<file path="config.mk">
export PLATFORM = sky130hd
export DESIGN_NAME = ldrsc_top
export DESIGN_NICKNAME = d
export VERILOG_FILES = /design/src/design/ldrsc_pkg.sv /design/src/design/ldrsc_top.sv
export SDC_FILE = /design/constraint.sdc
export NUM_CORES = 1
export LEC_CHECK = 0
export CELL_PAD_IN_SITES_DETAIL_PLACEMENT = 1
export CELL_PAD_IN_SITES_GLOBAL_PLACEMENT = 2
export CORE_MARGIN = 5
export CORE_UTILIZATION = 43
export CTS_BUF_LIST = sky130_fd_sc_hd__clkbuf_16
export CTS_CLUSTER_SIZE = 8
export DETAILED_ROUTE_END_ITERATION = 10
export DONT_BUFFER_PORTS = 1
export PLACE_DENSITY = 0.84
export SYNTH_ARGS = -nofsm -noshare
export SYNTH_HDL_FRONTEND = slang
export SYNTH_SLANG_ARGS = --single-unit
</file>
<file path="constraint.sdc">
create_clock -name clk -period 3.2 [get_ports clk]
set_clock_uncertainty 0.05 [all_clocks]
set_input_delay 0.96 -clock clk [delete_from_list [all_inputs] [get_ports clk]]
set_output_delay 0.96 -clock clk [all_outputs]
set_load 0.01 [all_outputs]
</file>
<file path="src/design/ldrsc_pkg.sv">
// constants, types and decode helpers for the local dram, refresh and shadow controller
package ldrsc_pkg;

  // ==========================================================================
  // i/o ports and configuration indexes
  localparam logic [15:0] IO_INDEX_PORT = 16'h0022;
  localparam logic [15:0] IO_DATA_PORT  = 16'h0024;
  localparam logic [15:0] IO_PORTB      = 16'h0061;
  localparam logic [7:0]  IDX_CTRL      = 8'h21;
  localparam logic [7:0]  IDX_BANK      = 8'h24;
  localparam logic [7:0]  IDX_PERF      = 8'h25;
  localparam logic [7:0]  IDX_SHADOW    = 8'h26;
  localparam logic [7:0]  IDX_CACHE     = 8'h27;
  localparam logic [7:0]  IDX_SHADOW_CD = 8'h2A;
  localparam logic [7:0]  IDX_STATUS    = 8'h2F;
  localparam logic [7:0]  IDX_NONE      = 8'hFF;
  localparam logic [3:0]  IDX_GROUP     = 4'h2;
  localparam logic [15:0] CFG_WR_MASK   = 16'h04F2;

  // ==========================================================================
  // field positions and reset values
  localparam int PARITY_EN_BIT  = 5;
  localparam int BANK_MSB       = 7;
  localparam int BANK_LSB       = 4;
  localparam int HIDDEN_BIT     = 7;
  localparam int WP_BIT         = 7;
  localparam int FSEG_SHADOW    = 4;
  localparam int VIDEO_CACHE    = 4;
  localparam int PORTB_PAR_LO   = 2;
  localparam int PORTB_PAR_HI   = 3;
  localparam logic [7:0] REG_RESET   = 8'h00;
  localparam logic [7:0] PORTB_RESET = 8'h00;

  // ==========================================================================
  // timing
  localparam int CLK_MHZ           = 25;
  localparam int REFRESH_PERIOD_NS = 15000;
  localparam int REFRESH_CYCLES    = REFRESH_PERIOD_NS * CLK_MHZ / 1000;
  localparam logic [8:0] TMR_RELOAD = 9'(REFRESH_CYCLES - 1);
  localparam logic [2:0] AT_RFSH_CYCLES = 3'h4;

  // ==========================================================================
  // types
  typedef enum logic [1:0] {PART_256K, PART_1M, PART_4M, PART_16M} ldrsc_part_e;
  typedef enum logic [2:0] {
    ST_IDLE = 3'h0, ST_ROW = 3'h1, ST_COL = 3'h3, ST_CAS = 3'h2,
    ST_PRE = 3'h6, ST_CBR_C = 3'h7, ST_CBR_R = 3'h5, ST_HOLDW = 3'h4
  } ldrsc_state_e;
  typedef struct packed {
    logic        ok;
    logic        two;
    ldrsc_part_e p0;
    ldrsc_part_e p1;
  } ldrsc_bank_s;
  typedef struct packed {
    logic        wr;
    logic [25:2] addr;
    logic [31:0] wdata;
    logic [3:0]  be;
  } ldrsc_req_s;
  typedef struct packed {
    logic [11:0] ma;
    logic [1:0]  ras_n;
    logic [3:0]  cas_n;
    logic        we_n;
    logic [31:0] wdata;
    logic [3:0]  wpar;
  } ldrsc_dram_s;

  function automatic ldrsc_bank_s ldrsc_bank_decode(input logic [3:0] code);
    unique case (code)
      4'h0:    return '{1'b1, 1'b0, PART_256K, PART_256K};
      4'h1:    return '{1'b1, 1'b1, PART_256K, PART_256K};
      4'h8:    return '{1'b1, 1'b0, PART_1M, PART_1M};
      4'h2:    return '{1'b1, 1'b1, PART_256K, PART_1M};
      4'h9:    return '{1'b1, 1'b1, PART_1M, PART_1M};
      4'hC:    return '{1'b1, 1'b0, PART_4M, PART_4M};
      4'hA:    return '{1'b1, 1'b1, PART_1M, PART_4M};
      4'hB:    return '{1'b1, 1'b1, PART_4M, PART_1M};
      4'hD:    return '{1'b1, 1'b1, PART_4M, PART_4M};
      4'hE:    return '{1'b1, 1'b0, PART_16M, PART_16M};
      default: return '{1'b0, 1'b0, PART_256K, PART_256K};
    endcase
  endfunction

endpackage

</file>
<file path="src/design/ldrsc_top.sv">
// local page-mode dram controller with refresh, parity, shadow ram and rom select
// ============================================================================
`timescale 1ns/1ns
`default_nettype none

module ldrsc_top
  import ldrsc_pkg::*;
(
  input  wire logic        clk,
  input  wire logic        rst_n,
  input  wire logic        ce,
  input  wire logic        io_wr,
  input  wire logic        io_rd,
  input  wire logic [15:0] io_addr,
  input  wire logic [7:0]  io_wdata,
  output logic      [7:0]  io_rdata,
  input  wire logic        mem_req,
  input  wire ldrsc_req_s  mem_in,
  output logic             mem_ack,
  output logic      [31:0] mem_rdata,
  output logic             mem_parity_error,
  output logic             mem_cacheable,
  output logic             at_cycle_req,
  input  wire logic        at_bus_busy,
  output logic             bios_rom_select_n,
  output logic             cpu_hold,
  input  wire logic        cpu_hlda,
  output ldrsc_dram_s      dram,
  input  wire logic [31:0] dram_rdata,
  input  wire logic [3:0]  dram_rpar,
  output logic             at_refresh_n,
  output logic             at_memr_n,
  output logic      [7:0]  at_refresh_addr,
  input  wire logic        isa_master_refresh_n,
  output logic             refresh_timer_output,
  output logic             nmi
);

  // ==========================================================================
  // configuration port
  logic [7:0] idx_q;
  logic [7:0] cfg_q [16];
  logic [7:0] portb_q;
  logic [7:0] status;
  logic [7:0] rd_val;
  wire        io_idx_wr = io_wr && (io_addr == IO_INDEX_PORT);
  wire        io_dat_wr = io_wr && (io_addr == IO_DATA_PORT);
  wire        io_dat_rd = io_rd && (io_addr == IO_DATA_PORT);
  wire        io_pb_wr  = io_wr && (io_addr == IO_PORTB);
  wire        io_pb_rd  = io_rd && (io_addr == IO_PORTB);
  wire        idx_in    = idx_q[7:4] == IDX_GROUP;
  wire        idx_rw    = idx_in && CFG_WR_MASK[idx_q[3:0]];

  // index falls back to none after each data access, so every access re-indexes
  always_ff @(posedge clk or negedge rst_n) begin
    if (!rst_n) begin
      idx_q <= IDX_NONE;
    end else if (ce) begin
      if (io_idx_wr) begin
        idx_q <= io_wdata;
      end else if (io_dat_wr || io_dat_rd) begin
        idx_q <= IDX_NONE;
      end
    end
  end

  for (genvar i = 0; i < 16; i++) begin : g_cfg
    if (CFG_WR_MASK[i]) begin : g_rw
      always_ff @(posedge clk or negedge rst_n) begin
        if (!rst_n) begin
          cfg_q[i] <= REG_RESET;
        end else if (ce && io_dat_wr && idx_in && (idx_q[3:0] == 4'(i))) begin
          cfg_q[i] <= io_wdata;
        end
      end
    end else begin : g_ro
      assign cfg_q[i] = REG_RESET;
    end
  end

  always_ff @(posedge clk or negedge rst_n) begin
    if (!rst_n) begin
      portb_q <= PORTB_RESET;
    end else if (ce && io_pb_wr) begin
      portb_q <= io_wdata;
    end
  end

  assign rd_val = io_pb_rd ? portb_q :
                  (idx_q == IDX_STATUS) ? status :
                  idx_rw ? cfg_q[idx_q[3:0]] : 8'h00;

  always_ff @(posedge clk or negedge rst_n) begin
    if (!rst_n) begin
      io_rdata <= 8'h00;
    end else if (ce && (io_dat_rd || io_pb_rd)) begin
      io_rdata <= rd_val;
    end
  end

  // ==========================================================================
  // decode of the current address
  ldrsc_state_e st_q, st_d;
  ldrsc_req_s   lat_q;
  ldrsc_bank_s  bank;
  ldrsc_part_e  part;
  logic [11:0]  row_ma;
  logic [11:0]  col_ma;
  logic [15:0]  shadow_vec;
  wire  [25:0]  a = {((st_q == ST_IDLE) ? mem_in.addr : lat_q.addr), 2'b00};
  wire          hidden  = cfg_q[IDX_PERF[3:0]][HIDDEN_BIT];
  assign bank = ldrsc_bank_decode(cfg_q[IDX_BANK[3:0]][BANK_MSB:BANK_LSB]);
  // bank0 span per part: 1, 4, 16 or 64MB
  wire b0_over = (bank.p0 == PART_256K) ? (a[25:20] != 6'h00) :
                 (bank.p0 == PART_1M)   ? (a[25:22] != 4'h0)  :
                 (bank.p0 == PART_4M)   ? (a[25:24] != 2'h0)  : 1'b0;
  wire sel1    = bank.two && b0_over;
  assign part  = sel1 ? bank.p1 : bank.p0;
  assign col_ma = {(part == PART_16M) ? a[24] : 1'b0,
                   (part >= PART_4M) ? a[12] : 1'b0,
                   (part >= PART_1M) ? a[11] : 1'b0,
                   a[10:2]};
  assign row_ma = {a[25], a[22], a[21],
                   (part == PART_256K) ? a[11] : a[20],
                   a[19:13],
                   (part <= PART_1M) ? a[12] : a[23]};

  // 16KB regions C0000h-EFFFFh, F segment as one enable
  assign shadow_vec = {{4{cfg_q[IDX_SHADOW[3:0]][FSEG_SHADOW]}},
                       cfg_q[IDX_SHADOW[3:0]][3:0], cfg_q[IDX_SHADOW_CD[3:0]]};
  wire in_rom   = (a[25:20] == 6'h00) && (a[19:18] == 2'b11);
  wire in_video = (a[25:20] == 6'h00) && (a[19:17] == 3'b101);
  wire shadowed = in_rom && shadow_vec[a[17:14]];
  wire is_local = !in_video && !(in_rom && !shadowed);
  // bios shadow always read-only, adapters per write protect
  wire wr_ignored = mem_in.wr && shadowed &&
                    ((a[17:16] == 2'b11) || cfg_q[IDX_SHADOW[3:0]][WP_BIT]);
  // E and F segments select the rom when not redirected
  wire rom_hit  = in_rom && !shadowed && a[17];
  // video shadow below C8000h may be cached
  wire vid_cache = shadowed && (a[17:15] == 3'b000) && cfg_q[IDX_CACHE[3:0]][VIDEO_CACHE];

  // ==========================================================================
  // refresh sources
  logic [8:0] tmr_q;
  logic [2:0] isa_sync_q;
  logic       isa_flt_q;
  logic       loc_pend_q;
  logic       at_pend_q;
  logic       rfsh_q;
  logic [2:0] at_cnt_q;
  logic [2:0] at_cnt_d;
  wire        tmr_fire = (tmr_q == 9'h000);
  wire        isa_agree = isa_sync_q[1] == isa_sync_q[2];
  wire        isa_fall  = isa_agree && isa_flt_q && !isa_sync_q[2];
  wire        at_active = at_cnt_q != 3'h0;

  // rate generator, one pulse per refresh period
  always_ff @(posedge clk or negedge rst_n) begin
    if (!rst_n) begin
      tmr_q <= TMR_RELOAD;
    end else if (ce) begin
      tmr_q <= tmr_fire ? TMR_RELOAD : tmr_q - 9'h001;
    end
  end

  // a master that refreshes the bus also triggers our local refresh
  always_ff @(posedge clk or negedge rst_n) begin
    if (!rst_n) begin
      isa_sync_q <= 3'h7;
      isa_flt_q  <= 1'b1;
    end else if (ce) begin
      isa_sync_q <= {isa_sync_q[1:0], isa_master_refresh_n};
      if (isa_agree) begin
        isa_flt_q <= isa_sync_q[2];
      end
    end
  end

  // ==========================================================================
  // access arbitration
  wire idle    = st_q == ST_IDLE;
  wire can_req = idle && mem_req && !mem_ack;
  // local refresh wins the dram; bus cycles ignore the pending flag but wait while its states run
  wire loc_go  = can_req && is_local && !wr_ignored && !loc_pend_q;
  wire ign_go  = can_req && is_local && wr_ignored && !loc_pend_q;
  wire off_want = can_req && !is_local;
  // a bus cycle waits while the bus refresh runs
  wire off_go  = off_want && !at_active;
  wire hold_ok = (st_q == ST_HOLDW) && cpu_hlda;
  // hidden mode starts bus refresh on its own bus arbitration
  wire at_start = at_pend_q && !at_active &&
                  (hidden ? (!at_bus_busy && !off_want) : hold_ok);

  always_comb begin
    st_d = st_q;
    unique case (st_q)
      ST_IDLE: begin
        if (loc_pend_q) begin
          // normal mode asks for hold first, hidden goes straight in
          st_d = hidden ? ST_CBR_C : ST_HOLDW;
        end else if (loc_go) begin
          st_d = ST_ROW;
        end
      end
      ST_HOLDW: st_d = cpu_hlda ? ST_CBR_C : ST_HOLDW;
      ST_ROW:   st_d = ST_COL;
      ST_COL:   st_d = ST_CAS;
      ST_CAS:   st_d = ST_PRE;
      ST_CBR_C: st_d = ST_CBR_R;
      ST_CBR_R: st_d = ST_PRE;
      ST_PRE:   st_d = ST_IDLE;
    endcase
  end

  assign at_cnt_d = at_start ? AT_RFSH_CYCLES : (at_active ? at_cnt_q - 3'h1 : 3'h0);

  // pending refresh flags: a new request wins over the clear in the same cycle
  always_ff @(posedge clk or negedge rst_n) begin
    if (!rst_n) begin
      st_q       <= ST_IDLE;
      loc_pend_q <= 1'b0;
      at_pend_q  <= 1'b0;
      rfsh_q     <= 1'b0;
      at_cnt_q   <= 3'h0;
      lat_q      <= '0;
    end else if (ce) begin
      st_q       <= st_d;
      loc_pend_q <= tmr_fire || isa_fall || (loc_pend_q && (st_q != ST_CBR_C));
      at_pend_q  <= tmr_fire || (at_pend_q && !at_start);
      rfsh_q     <= (st_d == ST_CBR_C) || (rfsh_q && (st_q != ST_PRE));
      at_cnt_q   <= at_cnt_d;
      if (loc_go) begin
        lat_q <= mem_in;
      end
    end
  end

  // ==========================================================================
  // dram pins
  ldrsc_dram_s dram_d;
  logic [3:0]  wpar;
  logic [3:0]  rpar_bad;
  logic [1:0]  ras_sel;
  for (genvar b = 0; b < 4; b++) begin : g_par
    assign wpar[b]     = ~^lat_q.wdata[8*b +: 8];
    assign rpar_bad[b] = (~^dram_rdata[8*b +: 8]) != dram_rpar[b];
  end
  assign ras_sel = !bank.ok ? 2'b11 : (sel1 ? 2'b01 : 2'b10);

  always_comb begin
    dram_d       = dram;
    dram_d.ras_n = 2'b11;
    dram_d.cas_n = 4'hF;
    dram_d.we_n  = 1'b1;
    unique case (st_d)
      ST_ROW: dram_d.ma = row_ma;
      ST_COL: begin
        dram_d.ma    = col_ma;
        dram_d.ras_n = ras_sel;
      end
      ST_CAS: begin
        dram_d.ras_n = ras_sel;
        dram_d.cas_n = lat_q.wr ? ~lat_q.be : 4'h0;
        dram_d.we_n  = !lat_q.wr;
        dram_d.wdata = lat_q.wdata;
        dram_d.wpar  = wpar;
      end
      ST_CBR_C: dram_d.cas_n = 4'h0;
      ST_CBR_R: begin
        dram_d.cas_n = 4'h0;
        dram_d.ras_n = 2'b00;
      end
      ST_IDLE, ST_HOLDW, ST_PRE: dram_d.ras_n = 2'b11;
    endcase
  end

  // ==========================================================================
  // answers to the cpu
  logic perr_q;
  wire  done_acc  = (st_q == ST_PRE) && !rfsh_q;
  wire  perr_hit  = done_acc && !lat_q.wr && perr_q;
  wire  par_en    = cfg_q[IDX_CTRL[3:0]][PARITY_EN_BIT];
  // port B bits at zero enable the check, as on the classic system port
  wire  portb_en  = portb_q[PORTB_PAR_HI:PORTB_PAR_LO] == 2'b00;
  wire  nmi_clr   = io_pb_wr && (io_wdata[PORTB_PAR_HI:PORTB_PAR_LO] != 2'b00);

  assign status = {4'h0, at_active, cpu_hold, nmi, loc_pend_q};

  always_ff @(posedge clk or negedge rst_n) begin
    if (!rst_n) begin
      dram                 <= '{ma: 12'h000, ras_n: 2'b11, cas_n: 4'hF, we_n: 1'b1,
                                wdata: 32'h0000_0000, wpar: 4'h0};
      perr_q               <= 1'b0;
      mem_ack              <= 1'b0;
      mem_rdata            <= 32'h0000_0000;
      mem_parity_error     <= 1'b0;
      mem_cacheable        <= 1'b0;
      at_cycle_req         <= 1'b0;
      bios_rom_select_n    <= 1'b1;
      cpu_hold             <= 1'b0;
      at_refresh_n         <= 1'b1;
      at_memr_n            <= 1'b1;
      at_refresh_addr      <= 8'h00;
      refresh_timer_output <= 1'b0;
      nmi                  <= 1'b0;
    end else if (ce) begin
      dram <= dram_d;
      if (st_q == ST_CAS && !lat_q.wr) begin
        perr_q    <= |rpar_bad;
        mem_rdata <= dram_rdata;
      end
      mem_ack              <= done_acc || ign_go || off_go;
      // error shown with the read answer
      mem_parity_error     <= perr_hit;
      if (loc_go || ign_go) begin
        mem_cacheable <= vid_cache;
      end
      at_cycle_req         <= off_go;
      bios_rom_select_n    <= !(off_go && rom_hit);
      // hold from request until local and bus refresh are both over
      cpu_hold             <= (st_d == ST_HOLDW) ||
                              (cpu_hold && (!idle || at_active || at_start));
      at_refresh_n         <= at_cnt_d == 3'h0;
      at_memr_n            <= at_cnt_d == 3'h0;
      if (at_active && at_cnt_d == 3'h0) begin
        at_refresh_addr <= at_refresh_addr + 8'h01;
      end
      refresh_timer_output <= tmr_fire;
      // gated nmi, set wins over clear
      nmi <= (perr_hit && par_en && portb_en) || (nmi && !nmi_clr);
    end
  end

  // ==========================================================================
  // checks
  logic [8:0] gap_q;
  logic       seen_q;
  always_ff @(posedge clk or negedge rst_n) begin
    if (!rst_n) begin
      gap_q  <= 9'h000;
      seen_q <= 1'b0;
    end else if (ce) begin
      gap_q  <= refresh_timer_output ? 9'h001 : gap_q + 9'h001;
      seen_q <= seen_q || refresh_timer_output;
    end
  end

  a_timer_gap: assert property (@(posedge clk) disable iff (!rst_n)
    ce && refresh_timer_output && seen_q |-> gap_q == 9'(REFRESH_CYCLES))
    else $error("refresh pulse spacing wrong");
  a_cbr_order: assert property (@(posedge clk) disable iff (!rst_n)
    ce && st_q == ST_CBR_C |-> (dram.ras_n == 2'b11 && dram.cas_n == 4'h0)
      ##1 (dram.ras_n == 2'b00 && dram.cas_n == 4'h0))
    else $error("local refresh not cas before ras");
  a_hold_normal: assert property (@(posedge clk) disable iff (!rst_n)
    $rose(cpu_hold) |-> !$past(hidden))
    else $error("hold raised in hidden refresh");
  a_write_parity: assert property (@(posedge clk) disable iff (!rst_n)
    !dram.we_n |-> dram.wpar == {~^dram.wdata[31:24], ~^dram.wdata[23:16],
                                 ~^dram.wdata[15:8], ~^dram.wdata[7:0]})
    else $error("write parity mismatch");
  a_col_map: assert property (@(posedge clk) disable iff (!rst_n)
    ce && st_q == ST_COL |=> dram.ma[8:0] == lat_q.addr[10:2])
    else $error("column address mapping wrong");
  a_row_map: assert property (@(posedge clk) disable iff (!rst_n)
    ce && st_q == ST_IDLE && loc_go |=> dram.ma[7:1] == lat_q.addr[19:13])
    else $error("row address mapping wrong");
  a_nmi_gate: assert property (@(posedge clk) disable iff (!rst_n)
    $rose(nmi) |-> $past(par_en) && $past(portb_en) && $past(perr_hit))
    else $error("nmi without enables");
  a_bios_ro: assert property (@(posedge clk) disable iff (!rst_n)
    ce && ign_go |=> mem_ack ##0 dram.we_n[*3])
    else $error("protected shadow write reached dram");
  a_rom_sel: assert property (@(posedge clk) disable iff (!rst_n)
    !bios_rom_select_n |-> at_cycle_req && $past(rom_hit))
    else $error("rom select outside rom segments");

endmodule // ldrsc_top

`default_nettype wire

</file>
==> impl_metrics.ini, run 1 <==
[run_status]
status = completed

[timing]
slew_headroom_pct = 51.80
min_period_ns = 3.120
finalSetupTns_ns = 0
hold_viol = 0
rsz0062_at_grt = false
max_freq_mhz = 320.5
drv_slew = 0
setup_viol = 0
period_share_pct = 97.50
worstMarginPinSlew_ns = 0.7163
holdWs_ns = 0.1078

[clock_network]
cts.clk_slew.worst_paths_ns = 0.05
cts_tree = built
clkLatencyLatePin_ns = 0.52
htree_levels = 2
clockBufferDepth = 3
cts_buffers = 38
cts_sinks = 260
ctsRootBufferMaster = clkbuf_16
hold_buffers = 0
cts_setup_buffers = 0

[yosys]
async_flop_share_pct = 100.0
synthCells = 995
ys_seq_area_share_pct = 52.12
synth-seq-cells = 260
synthFlopType = dfrtp_1
syn_area_um2 = 12550
ys_types = 68
avgSynthCellArea_um2 = 12.61
synth-edff-count = 0
ys_warn_count = 0
synth_nets = 1133

[critical_path]
cp.required_ns = 3.54
r2r_slack_ns = 0.08
crit_chain = or3_1 > buf_4 > mux2i_1 > a22oi_1 > a31o_2 > or2_2 > nand2b_4 > buf_12 > mux2_4
cp_top_family = simple AND/OR/NAND/NOR gates
cp-end-kind = register
r2r_end = lat_q[53]$_DFFE_PN0P_
rr_worst_depth = 9
cpPeakStageDelay_ns = 0.47
crit_buf_inv = 2
worst_path_max_delay_cell = or3_1
rr_startpoint = st_q[1]$_DFFE_PN0P_
critPathMaxFanout = 22
startpoint_type = register
worstSetupPathType = register to register
arrival_ns = 3.46

[die]
num_rows = 62
dieArea_um2 = 32700
core_um2 = 28780
die-width_um = 180.8
initial_core_util_pct = 43.60
num_io_pins = 243
die_h_um = 180.8

[pwr]
pwr_density_cell_nw_per_um2 = 848.8
p_leak_nw = 6.582
ir_worst_vdd_mv = 0.5776
fin_total_pwr_mw = 12.11

[global_routing]
grt_max_degree = 261
antenna_found_initial = 0
grt_remaining_overflow = 0
grt_pass1_wl_um = 53920
grt_usage_pct = 20.37
grt_pass1_vias = 9337

[route]
met2_length_um = 15950
wl_met1_um = 12840
drtIter0Drc = 508
ant_nets = 0
drt_wl_total_um = 33280
drc = 0
dr.pass1.iters = 5
wl_met3_um = 3788
vias = 8087
wl_per_cell_um = 23.16
routed.top_layer = met4
viasPerCell = 5.628

[min_path]
min-delay-path-class = primary input to asynchronous set/reset pin

[flow_run]
cap_violations = 0

[layout]
diodes = 0
utilization_pct = 49.57
fillerInstances = 2914
finalNetCount = 1166
area_growth_pct = 13.70
stdcell_area_um2 = 14270
layout-drive-gt1-share_pct = 32.57

[placed_design]
place_hpwl_um = 22970
placed_area_um2 = 13170
io_buffers = 0
gp_congestion = 0.7953
## power by group
group	switching, mW	total (mW)	internal (mW)
clock	1.45	3.58	2.13
sequential	1.15	5.46	4.30
combinational	1.33	3.07	1.74
## how the worst max path moves through the flow
stage                                  endpoint                start  cells past startpoint  slack [ns]
after detailed placement  lat_q[50]$_DFFE_PN0P_           mem_in[51]                      8       -0.06
after CTS                  dram[51]$_DFFE_PN0P_  st_q[1]$_DFFE_PN0P_                     12        0.07
after global placement    lat_q[48]$_DFFE_PN0P_           mem_in[51]                      8       -0.02
after floorplan            lat_q[0]$_DFFE_PN0P_           mem_in[49]                     11      -0.009
final                     lat_q[53]$_DFFE_PN0P_  st_q[1]$_DFFE_PN0P_                      9        0.08
after global routing      lat_q[53]$_DFFE_PN0P_  st_q[1]$_DFFE_PN0P_                      9        0.01
## sequential cells by signal, summed over array words and instances, names as in the netlist, 8 cells and up
name / count
cfg_q: 48
idx_q: 8
portb_q: 8
tmr_q: 9
lat_q: 61
at_refresh_addr: 8
io_rdata: 8
dram: 55
mem_rdata: 32
## layout make-up
cell class              instances  area [um^2]  area share (%)
well taps                     384        480.5           3.368
repair buffers                 45        400.4           2.807
clock buffers                  38        950.9           6.665
flip-flops and latches        260         6540           45.84
multi-input cells             660         5683           39.84
inverters                      23        86.33          0.6052
clock inverters                27        125.1          0.8770
## routing by layer
layer / GRT usage, % / up-vias
li1: - / 3630
met1: 24.31 / 4150
met2: 33.41 / 261
met3: 9.733 / 46
met4: 5.082 / 0
met5: 0 / -
## logic make-up (layout without fill, tap and decap cells)
group                    count (synthesis)  count (layout)  synth area share (%)
adder cells (fa/ha/maj)                  9               9                0.8776
XOR/XNOR                                72              72                 5.026
buffers and inverters                   75             133                 2.812
AND/OR/NAND/NOR                        221             221                 9.214
AO/OA/AOI/OAI                          135             135                 7.330
multiplexers                           223             223                 22.62
flip-flops                             260             260                 52.12
## per-stage QoR
stage	setup WS [ns]	std cells
final	0.07986	1437
after global routing	0.01342	1437
after CTS	0.07272	1437
after detailed placement	-0.06052	1372
after global placement	-0.02397	1372
after floorplan	-0.008554	995
## synth_stat cells, drive strengths merged, types with 3 or more instances
cell    count  share of area [%]
a31o        3               0.21
nor3        8               0.32
dfrtp     233                 46
a31oi       8               0.40
o22ai       3               0.15
clkbuf     30               0.90
xnor2      60                4.2
a21o        4               0.24
o21ai      40                1.6
and3        7               0.35
a21oi      25                1.0
a211oi      4               0.24
nand2b      5               0.31
nor3b       7               0.46
or4         4               0.24
nand3b      4               0.24
nand3       9               0.36
buf        22                1.2
or2         4               0.20
nand4       6               0.30
nand4b      5               0.47
o31ai       4               0.24
or3         8               0.40
xor2       12               0.84
dfstp      27                5.7
nand2      68                2.0
nor2b      12               0.60
nor2       53                1.6
ha          8               0.80
inv        23               0.69
o221a       4               0.36
mux2      194                 19
a222oi      8               0.64
mux4       11                2.0
o22a       13               0.91
mux2i      18                1.4
nor4       10               0.50
## cell usage in the layout, fill, tap and decap left out, drive strengths merged, types with 5 or more instances in the layout
cell | netlist | routed
a31oi | 8 | 8
mux4 | 11 | 11
nand3 | 9 | 9
dfstp | 27 | 27
ha | 8 | 8
nor3b | 7 | 7
nand4 | 6 | 6
a222oi | 8 | 8
o22a | 13 | 13
xnor2 | 60 | 60
nor4 | 10 | 10
nand2b | 5 | 5
xor2 | 12 | 12
mux2i | 18 | 18
and3 | 7 | 7
or3 | 8 | 8
buf | 22 | 45
clkbuf | 30 | 38
mux2 | 194 | 194
nor2b | 12 | 12
inv | 23 | 48
a21oi | 25 | 25
o21ai | 40 | 40
nand4b | 5 | 5
nor3 | 8 | 8
nand2 | 68 | 68
dfrtp | 233 | 233
nor2 | 53 | 53
## repair_timing
item                                    CTS  global route
endpoints found under the hold margin     0             0
gates resized for setup                   1             2
gates cloned                              0             0
endpoints found under the setup margin    1             1
pin swaps                                 0             0
No activity file was read; power rests on OpenSTA's default activity.
==> inputs of run 2 (changes only) <==
--- a/config.mk
+++ b/config.mk
@@ -7,6 +7,7 @@
 export LEC_CHECK = 0
 export CELL_PAD_IN_SITES_DETAIL_PLACEMENT = 1
 export CELL_PAD_IN_SITES_GLOBAL_PLACEMENT = 2
+export CORE_ASPECT_RATIO = 0.8
 export CORE_MARGIN = 5
 export CORE_UTILIZATION = 43
 export CTS_BUF_LIST = sky130_fd_sc_hd__clkbuf_16
==> run 2 against run 1 <==
Compared with the run above:
- routed wire length fell by 0.26%
- clock-buffer cell count up 3
- flip-flop and latch count unchanged
- total power is 0.35% higher
- utilization fell by 0.46 points
- worst setup slack better by 0.055 ns
- cell area about the same
- final cell count is 0.28% lower
- register-to-register slack improved by 0.06 ns
- largest cell class unchanged
- highest routed layer unchanged
==> impl_metrics.ini, run 2 (same netlist as run 1, synthesis figures left out) <==
[clock_network]
htree_levels = 2
cts.clk_slew.worst_paths_ns = 0.05
clockBufferDepth = 3
cts_tree = built
hold_buffers = 0
cts_setup_buffers = 0
ctsRootBufferMaster = clkbuf_16
clkLatencyLatePin_ns = 0.52
cts_sinks = 260
post_cts_resized = 0
cts_buffers = 38

[route]
viasPerCell = 5.633
drt_wl_total_um = 33200
dr.pass1.iters = 5
wl_per_cell_um = 23.17
drc = 0
vias = 8072
ant_nets = 0
drtIter0Drc = 420

[die]
die-width_um = 201.0
num_io_pins = 243
dieArea_um2 = 32720
initial_core_util_pct = 43.15
num_rows = 56
die_h_um = 162.8
core_um2 = 29080

[layout]
finalNonFillerCells = 1433
finalNetCount = 1164
reg.largest.list = lat_q x61, dram x55, cfg_q x48
fillerInstances = 2987
final_cell_mix = 233 x dfrtp_1, 134 x mux2_2, 68 x nand2_1
final_common_cell = dfrtp_1
diodes = 0
largest_reg_flops = 61
area_growth_pct = 13.81
top_register = lat_q
utilization_pct = 49.11
layout-drive-gt1-share_pct = 32.20

[flow_run]
cap_violations = 0

[critical_path]
critPathMaxFanout = 25
critPathLaunch = st_q[0]$_DFFE_PN0P_
startpoint_type = register
r2r_slack_ns = 0.14
rr_worst_depth = 8
rr_startpoint = st_q[0]$_DFFE_PN0P_
cp.required_ns = 3.54
cp-end-kind = register
r2r_end = lat_q[7]$_DFFE_PN0P_
worstSetupPathType = register to register
arrival_ns = 3.40
endpoint = lat_q[7]$_DFFE_PN0P_

[pwr]
pwr_density_cell_nw_per_um2 = 850.9
ir_worst_vdd_mv = 0.4461
p_leak_nw = 6.605
fin_total_pwr_mw = 12.15

[global_routing]
grt_usage_pct = 20.06
grt_remaining_overflow = 0
grt_pass1_wl_um = 52260
grt_pass1_vias = 8872
grt_max_degree = 261
antenna_found_initial = 0

[timing]
finalSetupTns_ns = 0
rsz0062_at_grt = false
worstMarginPinSlew_ns = 0.7194
max_freq_mhz = 326.3
slew_headroom_pct = 51.60
setup_viol = 0
worst_slack_ns = 0.1350
period_share_pct = 95.78
drv_slew = 0
hold_viol = 0
min_period_ns = 3.065

[placed_design]
place_hpwl_um = 23400
dp_cells = 1363
io_buffers = 0
gp_congestion = 0.7855
preCtsSetupSlack_ns = -0.09476

[min_path]
min-delay-path-class = primary input to asynchronous set/reset pin

[run_status]
status = completed
-- run 2: changes by cell type in the layout (fill, tap and decap cells not counted), sizes merged --
cell | before | now
clkbuf | 38 | 41
buf | 45 | 43
inv | 48 | 50
-- run 2: metrics by stage --
stage | cell area, um^2 | hold WS (ns)
3_3_place_gp | 13120 | 0.4063
3_5_place_dp | 13120 | 0.4252
2_1_floorplan | 12560 | 0.3872
4_1_cts | 14260 | 0.06358
6_report | 14280 | 0.09429
5_1_grt | 14280 | 0.06704
-- run 2: worst max-delay path, cell delays in order, from the launching register on --
cell and delay, ns:
dfrtp_1 0.41, or3_1 0.49, mux2_4 0.37, a211o_1 0.31
a31o_2 0.23, or2_2 0.34, nand2b_4 0.14, buf_12 0.23
mux2_4 0.32
-- run 2: cell type report --
type | count | area (um^2) | area share, %
inverter | 23 | 86.33 | 0.6046
multi-input combinational | 660 | 5687 | 39.82
clock inverter | 29 | 108.9 | 0.7623
timing repair buffer | 43 | 360.3 | 2.523
tap | 377 | 471.7 | 3.303
clock buffer | 41 | 1026 | 7.185
sequential | 260 | 6540 | 45.80
-- run 2: worst min-delay path by stage --
stage / startpoint / slack [ns] / end / depth (start not counted)
2_1_floorplan: lat_q[60]$_DFFE_PN0P_ / 0.39 / dram[36]$_DFFE_PN1P_ / 1
3_3_place_gp: tmr_q[2]$_DFFE_PN1P_ / 0.41 / tmr_q[2]$_DFFE_PN1P_ / 2
3_5_place_dp: tmr_q[2]$_DFFE_PN1P_ / 0.43 / tmr_q[2]$_DFFE_PN1P_ / 2
4_1_cts: rst_n / 0.06 / lat_q[55]$_DFFE_PN0P_ / 0
5_1_grt: rst_n / 0.07 / at_refresh_addr[1]$_DFFE_PN0P_ / 0
6_report: rst_n / 0.09 / at_refresh_addr[4]$_DFFE_PN0P_ / 0
-- run 2: metal layers --
metal	vias up	track usage (%)	routed length, um
met2	200	30.75	15170
met3	45	5.674	2052
met1	4169	28.24	15310
li1	3658	-	-
met5	-	0	0
met4	0	5.316	656
-- run 2: where the power goes --
| group | switching [mW] | internal (mW) |
|---|---|---|
| clock network | 1.44 | 2.27 |
| logic | 1.29 | 1.71 |
| registers | 1.13 | 4.30 |
| total | 3.87 | 8.28 |
==> inputs of run 3 (changes only) <==
--- a/config.mk
+++ b/config.mk
@@ -9,12 +9,12 @@
 export CELL_PAD_IN_SITES_GLOBAL_PLACEMENT = 2
 export CORE_ASPECT_RATIO = 0.8
 export CORE_MARGIN = 5
-export CORE_UTILIZATION = 43
+export CORE_UTILIZATION = 38
 export CTS_BUF_LIST = sky130_fd_sc_hd__clkbuf_16
 export CTS_CLUSTER_SIZE = 8
 export DETAILED_ROUTE_END_ITERATION = 10
 export DONT_BUFFER_PORTS = 1
-export PLACE_DENSITY = 0.84
+export PLACE_DENSITY = 0.79
 export SYNTH_ARGS = -nofsm -noshare
 export SYNTH_HDL_FRONTEND = slang
 export SYNTH_SLANG_ARGS = --single-unit
==> constraint.sdc (replaced) <==
create_clock -name clk -period 2.6 [get_ports clk]
set_clock_uncertainty 0.05 [all_clocks]
set_input_delay 0.78 -clock clk [delete_from_list [all_inputs] [get_ports clk]]
set_output_delay 0.78 -clock clk [all_outputs]
set_load 0.01 [all_outputs]
==> run 3 against run 2 <==
Compared with the run above:
- the run now ends with negative hold slack, negative setup slack left
- combinational power grew 53%
- critical path depth grew 2
- die area grew 12%
- clock-buffer cell count shrank 3
- routed wire length grew 7.2%
- first-iteration DRC count shrank 5.5%
- utilization shrank 1.8 points
- register-to-register slack lost 0.44 ns
==> impl_metrics.ini, run 3 (same netlist as run 1, synthesis figures left out) <==
[pwr]
ir_worst_vdd_mv = 0.5720
p_leak_nw = 7.179
fin_total_pwr_mw = 15.83
pwr_density_cell_nw_per_um2 = 1028

[run_status]
status = finished with violations
failed_checks = negative hold slack, negative setup slack

[layout]
stdcell_area_um2 = 15410
fillerInstances = 3337
layout-drive-gt1-share_pct = 40.67
finalNetCount = 1245
multi_input_area_um2 = 5983
largest_reg_flops = 61
final_common_cell = dfrtp_1
top_register = lat_q
final_cell_mix = 233 x dfrtp_1, 123 x mux2_2, 100 x buf_4
register_area_um2 = 6540
reg.largest.list = lat_q x61, dram x55, cfg_q x48
area_growth_pct = 22.81

[timing]
hold_viol = 82
setup_viol = 79
min_period_ns = 2.901
worst_slack_ns = -0.3013
max_freq_mhz = 344.7
finalSetupTns_ns = -19.28
rsz0062_at_grt = true
period_share_pct = 111.6
slew_headroom_pct = 56.04
holdWs_ns = -0.09708
worstMarginPinSlew_ns = 0.6525
drv_slew = 0

[placed_design]
io_buffers = 0
gp_congestion = 0.8120
place_hpwl_um = 25000
placed_area_um2 = 13670

[flow_run]
cap_violations = 0

[global_routing]
grt_pass1_wl_um = 54850
grt_remaining_overflow = 0
grt_pass1_vias = 9203
grt_max_degree = 261
antenna_found_initial = 2
grt_usage_pct = 18.78

[critical_path]
worstSetupPathType = register to register
rr_worst_depth = 10
cp-end-kind = register
r2r_end = lat_q[15]$_DFFE_PN0P_
arrival_ns = 3.25
critPathLaunch = st_q[1]$_DFFE_PN0P_
critPathMaxFanout = 8
rr_startpoint = st_q[1]$_DFFE_PN0P_
cp.required_ns = 2.94
startpoint_type = register
r2r_slack_ns = -0.30

[die]
core_um2 = 32560
die-width_um = 213.2
num_io_pins = 243
initial_core_util_pct = 38.54
die_h_um = 172.5
dieArea_um2 = 36770
num_rows = 59

[clock_network]
htree_levels = 2
cts_tree = built
cts_sinks = 260
cts_buffers = 38
clockBufferDepth = 3
ctsRootBufferMaster = clkbuf_16
clkLatencyLatePin_ns = 0.53
cts.clk_slew.worst_paths_ns = 0.05

[min_path]
min-delay-path-class = primary input to asynchronous set/reset pin

[route]
wl_per_cell_um = 22.76
drt_wl_total_um = 35590
dr.pass1.iters = 6
drc = 0
vias = 8406
viasPerCell = 5.375
ant_nets = 0
drtIter0Drc = 397
## run 3: final cells by class
type                       count  area share [%]
sequential                   260           42.44
multi-input combinational    660           38.83
timing repair buffer         124           7.389
clock buffer                  38           6.171
tap                          427           3.467
clock inverter                31           1.072
inverter                      23          0.6090
antenna                        1         0.01624
## run 3: metal layers
layer  share of wire [%]  vias to the layer above  global-route usage (%)
li1                    -                     3811                       -
met1                  43                     4336                   24.61
met2                  48                      204                   29.96
met3                 7.5                       53                   6.338
met4                 1.9                        2                   5.007
met5               0.037                        -                       0
## run 3: metrics by stage
step	utilization (%)	std cells	hold WS [ns]	setup WS, ns
after floorplan	-	995	0.3872	-0.3407
after global placement	41.99	1466	0.4073	-0.4262
after detailed placement	41.99	1466	0.4139	-0.4713
after CTS	46.08	1549	-0.1184	-0.2544
after global routing	47.33	1564	-0.1211	-0.3672
final	47.33	1564	-0.09708	-0.3013
## run 3: worst max path at each step
stage                            endpoint  cells past startpoint
global placement     lat_q[5]$_DFFE_PN0P_                      8
global route         dram[43]$_DFFE_PN0P_                     12
detailed placement  lat_q[18]$_DFFE_PN0P_                      8
CTS                 lat_q[18]$_DFFE_PN0P_                     10
finish              lat_q[15]$_DFFE_PN0P_                     10
floorplan            lat_q[0]$_DFFE_PN0P_                     11
## run 3: power by group
group          internal, mW  switching, mW
clock network          2.74           1.85
logic                  2.67           1.92
registers              5.29           1.36
## run 3: what timing repair did
action | 4_1_cts | 5_1_grt
setup endpoints to repair | 90 | 96
gates resized for setup | 19 | 59
gates cloned | 1 | 4
setup buffers | 13 | 12
pin swaps | 5 | 12
endpoints found under the hold margin | 233 | 233
## run 3: worst max-delay path, cell delays in order, from the launching register on
cell	delay, ns
dfrtp_1	0.39
or3_4	0.43
mux2_4	0.32
a211o_1	0.30
and4b_4	0.25
nor2_4	0.11
nand4b_4	0.11
nand2b_4	0.18
buf_12	0.15
clkbuf_16	0.17
mux2_4	0.30
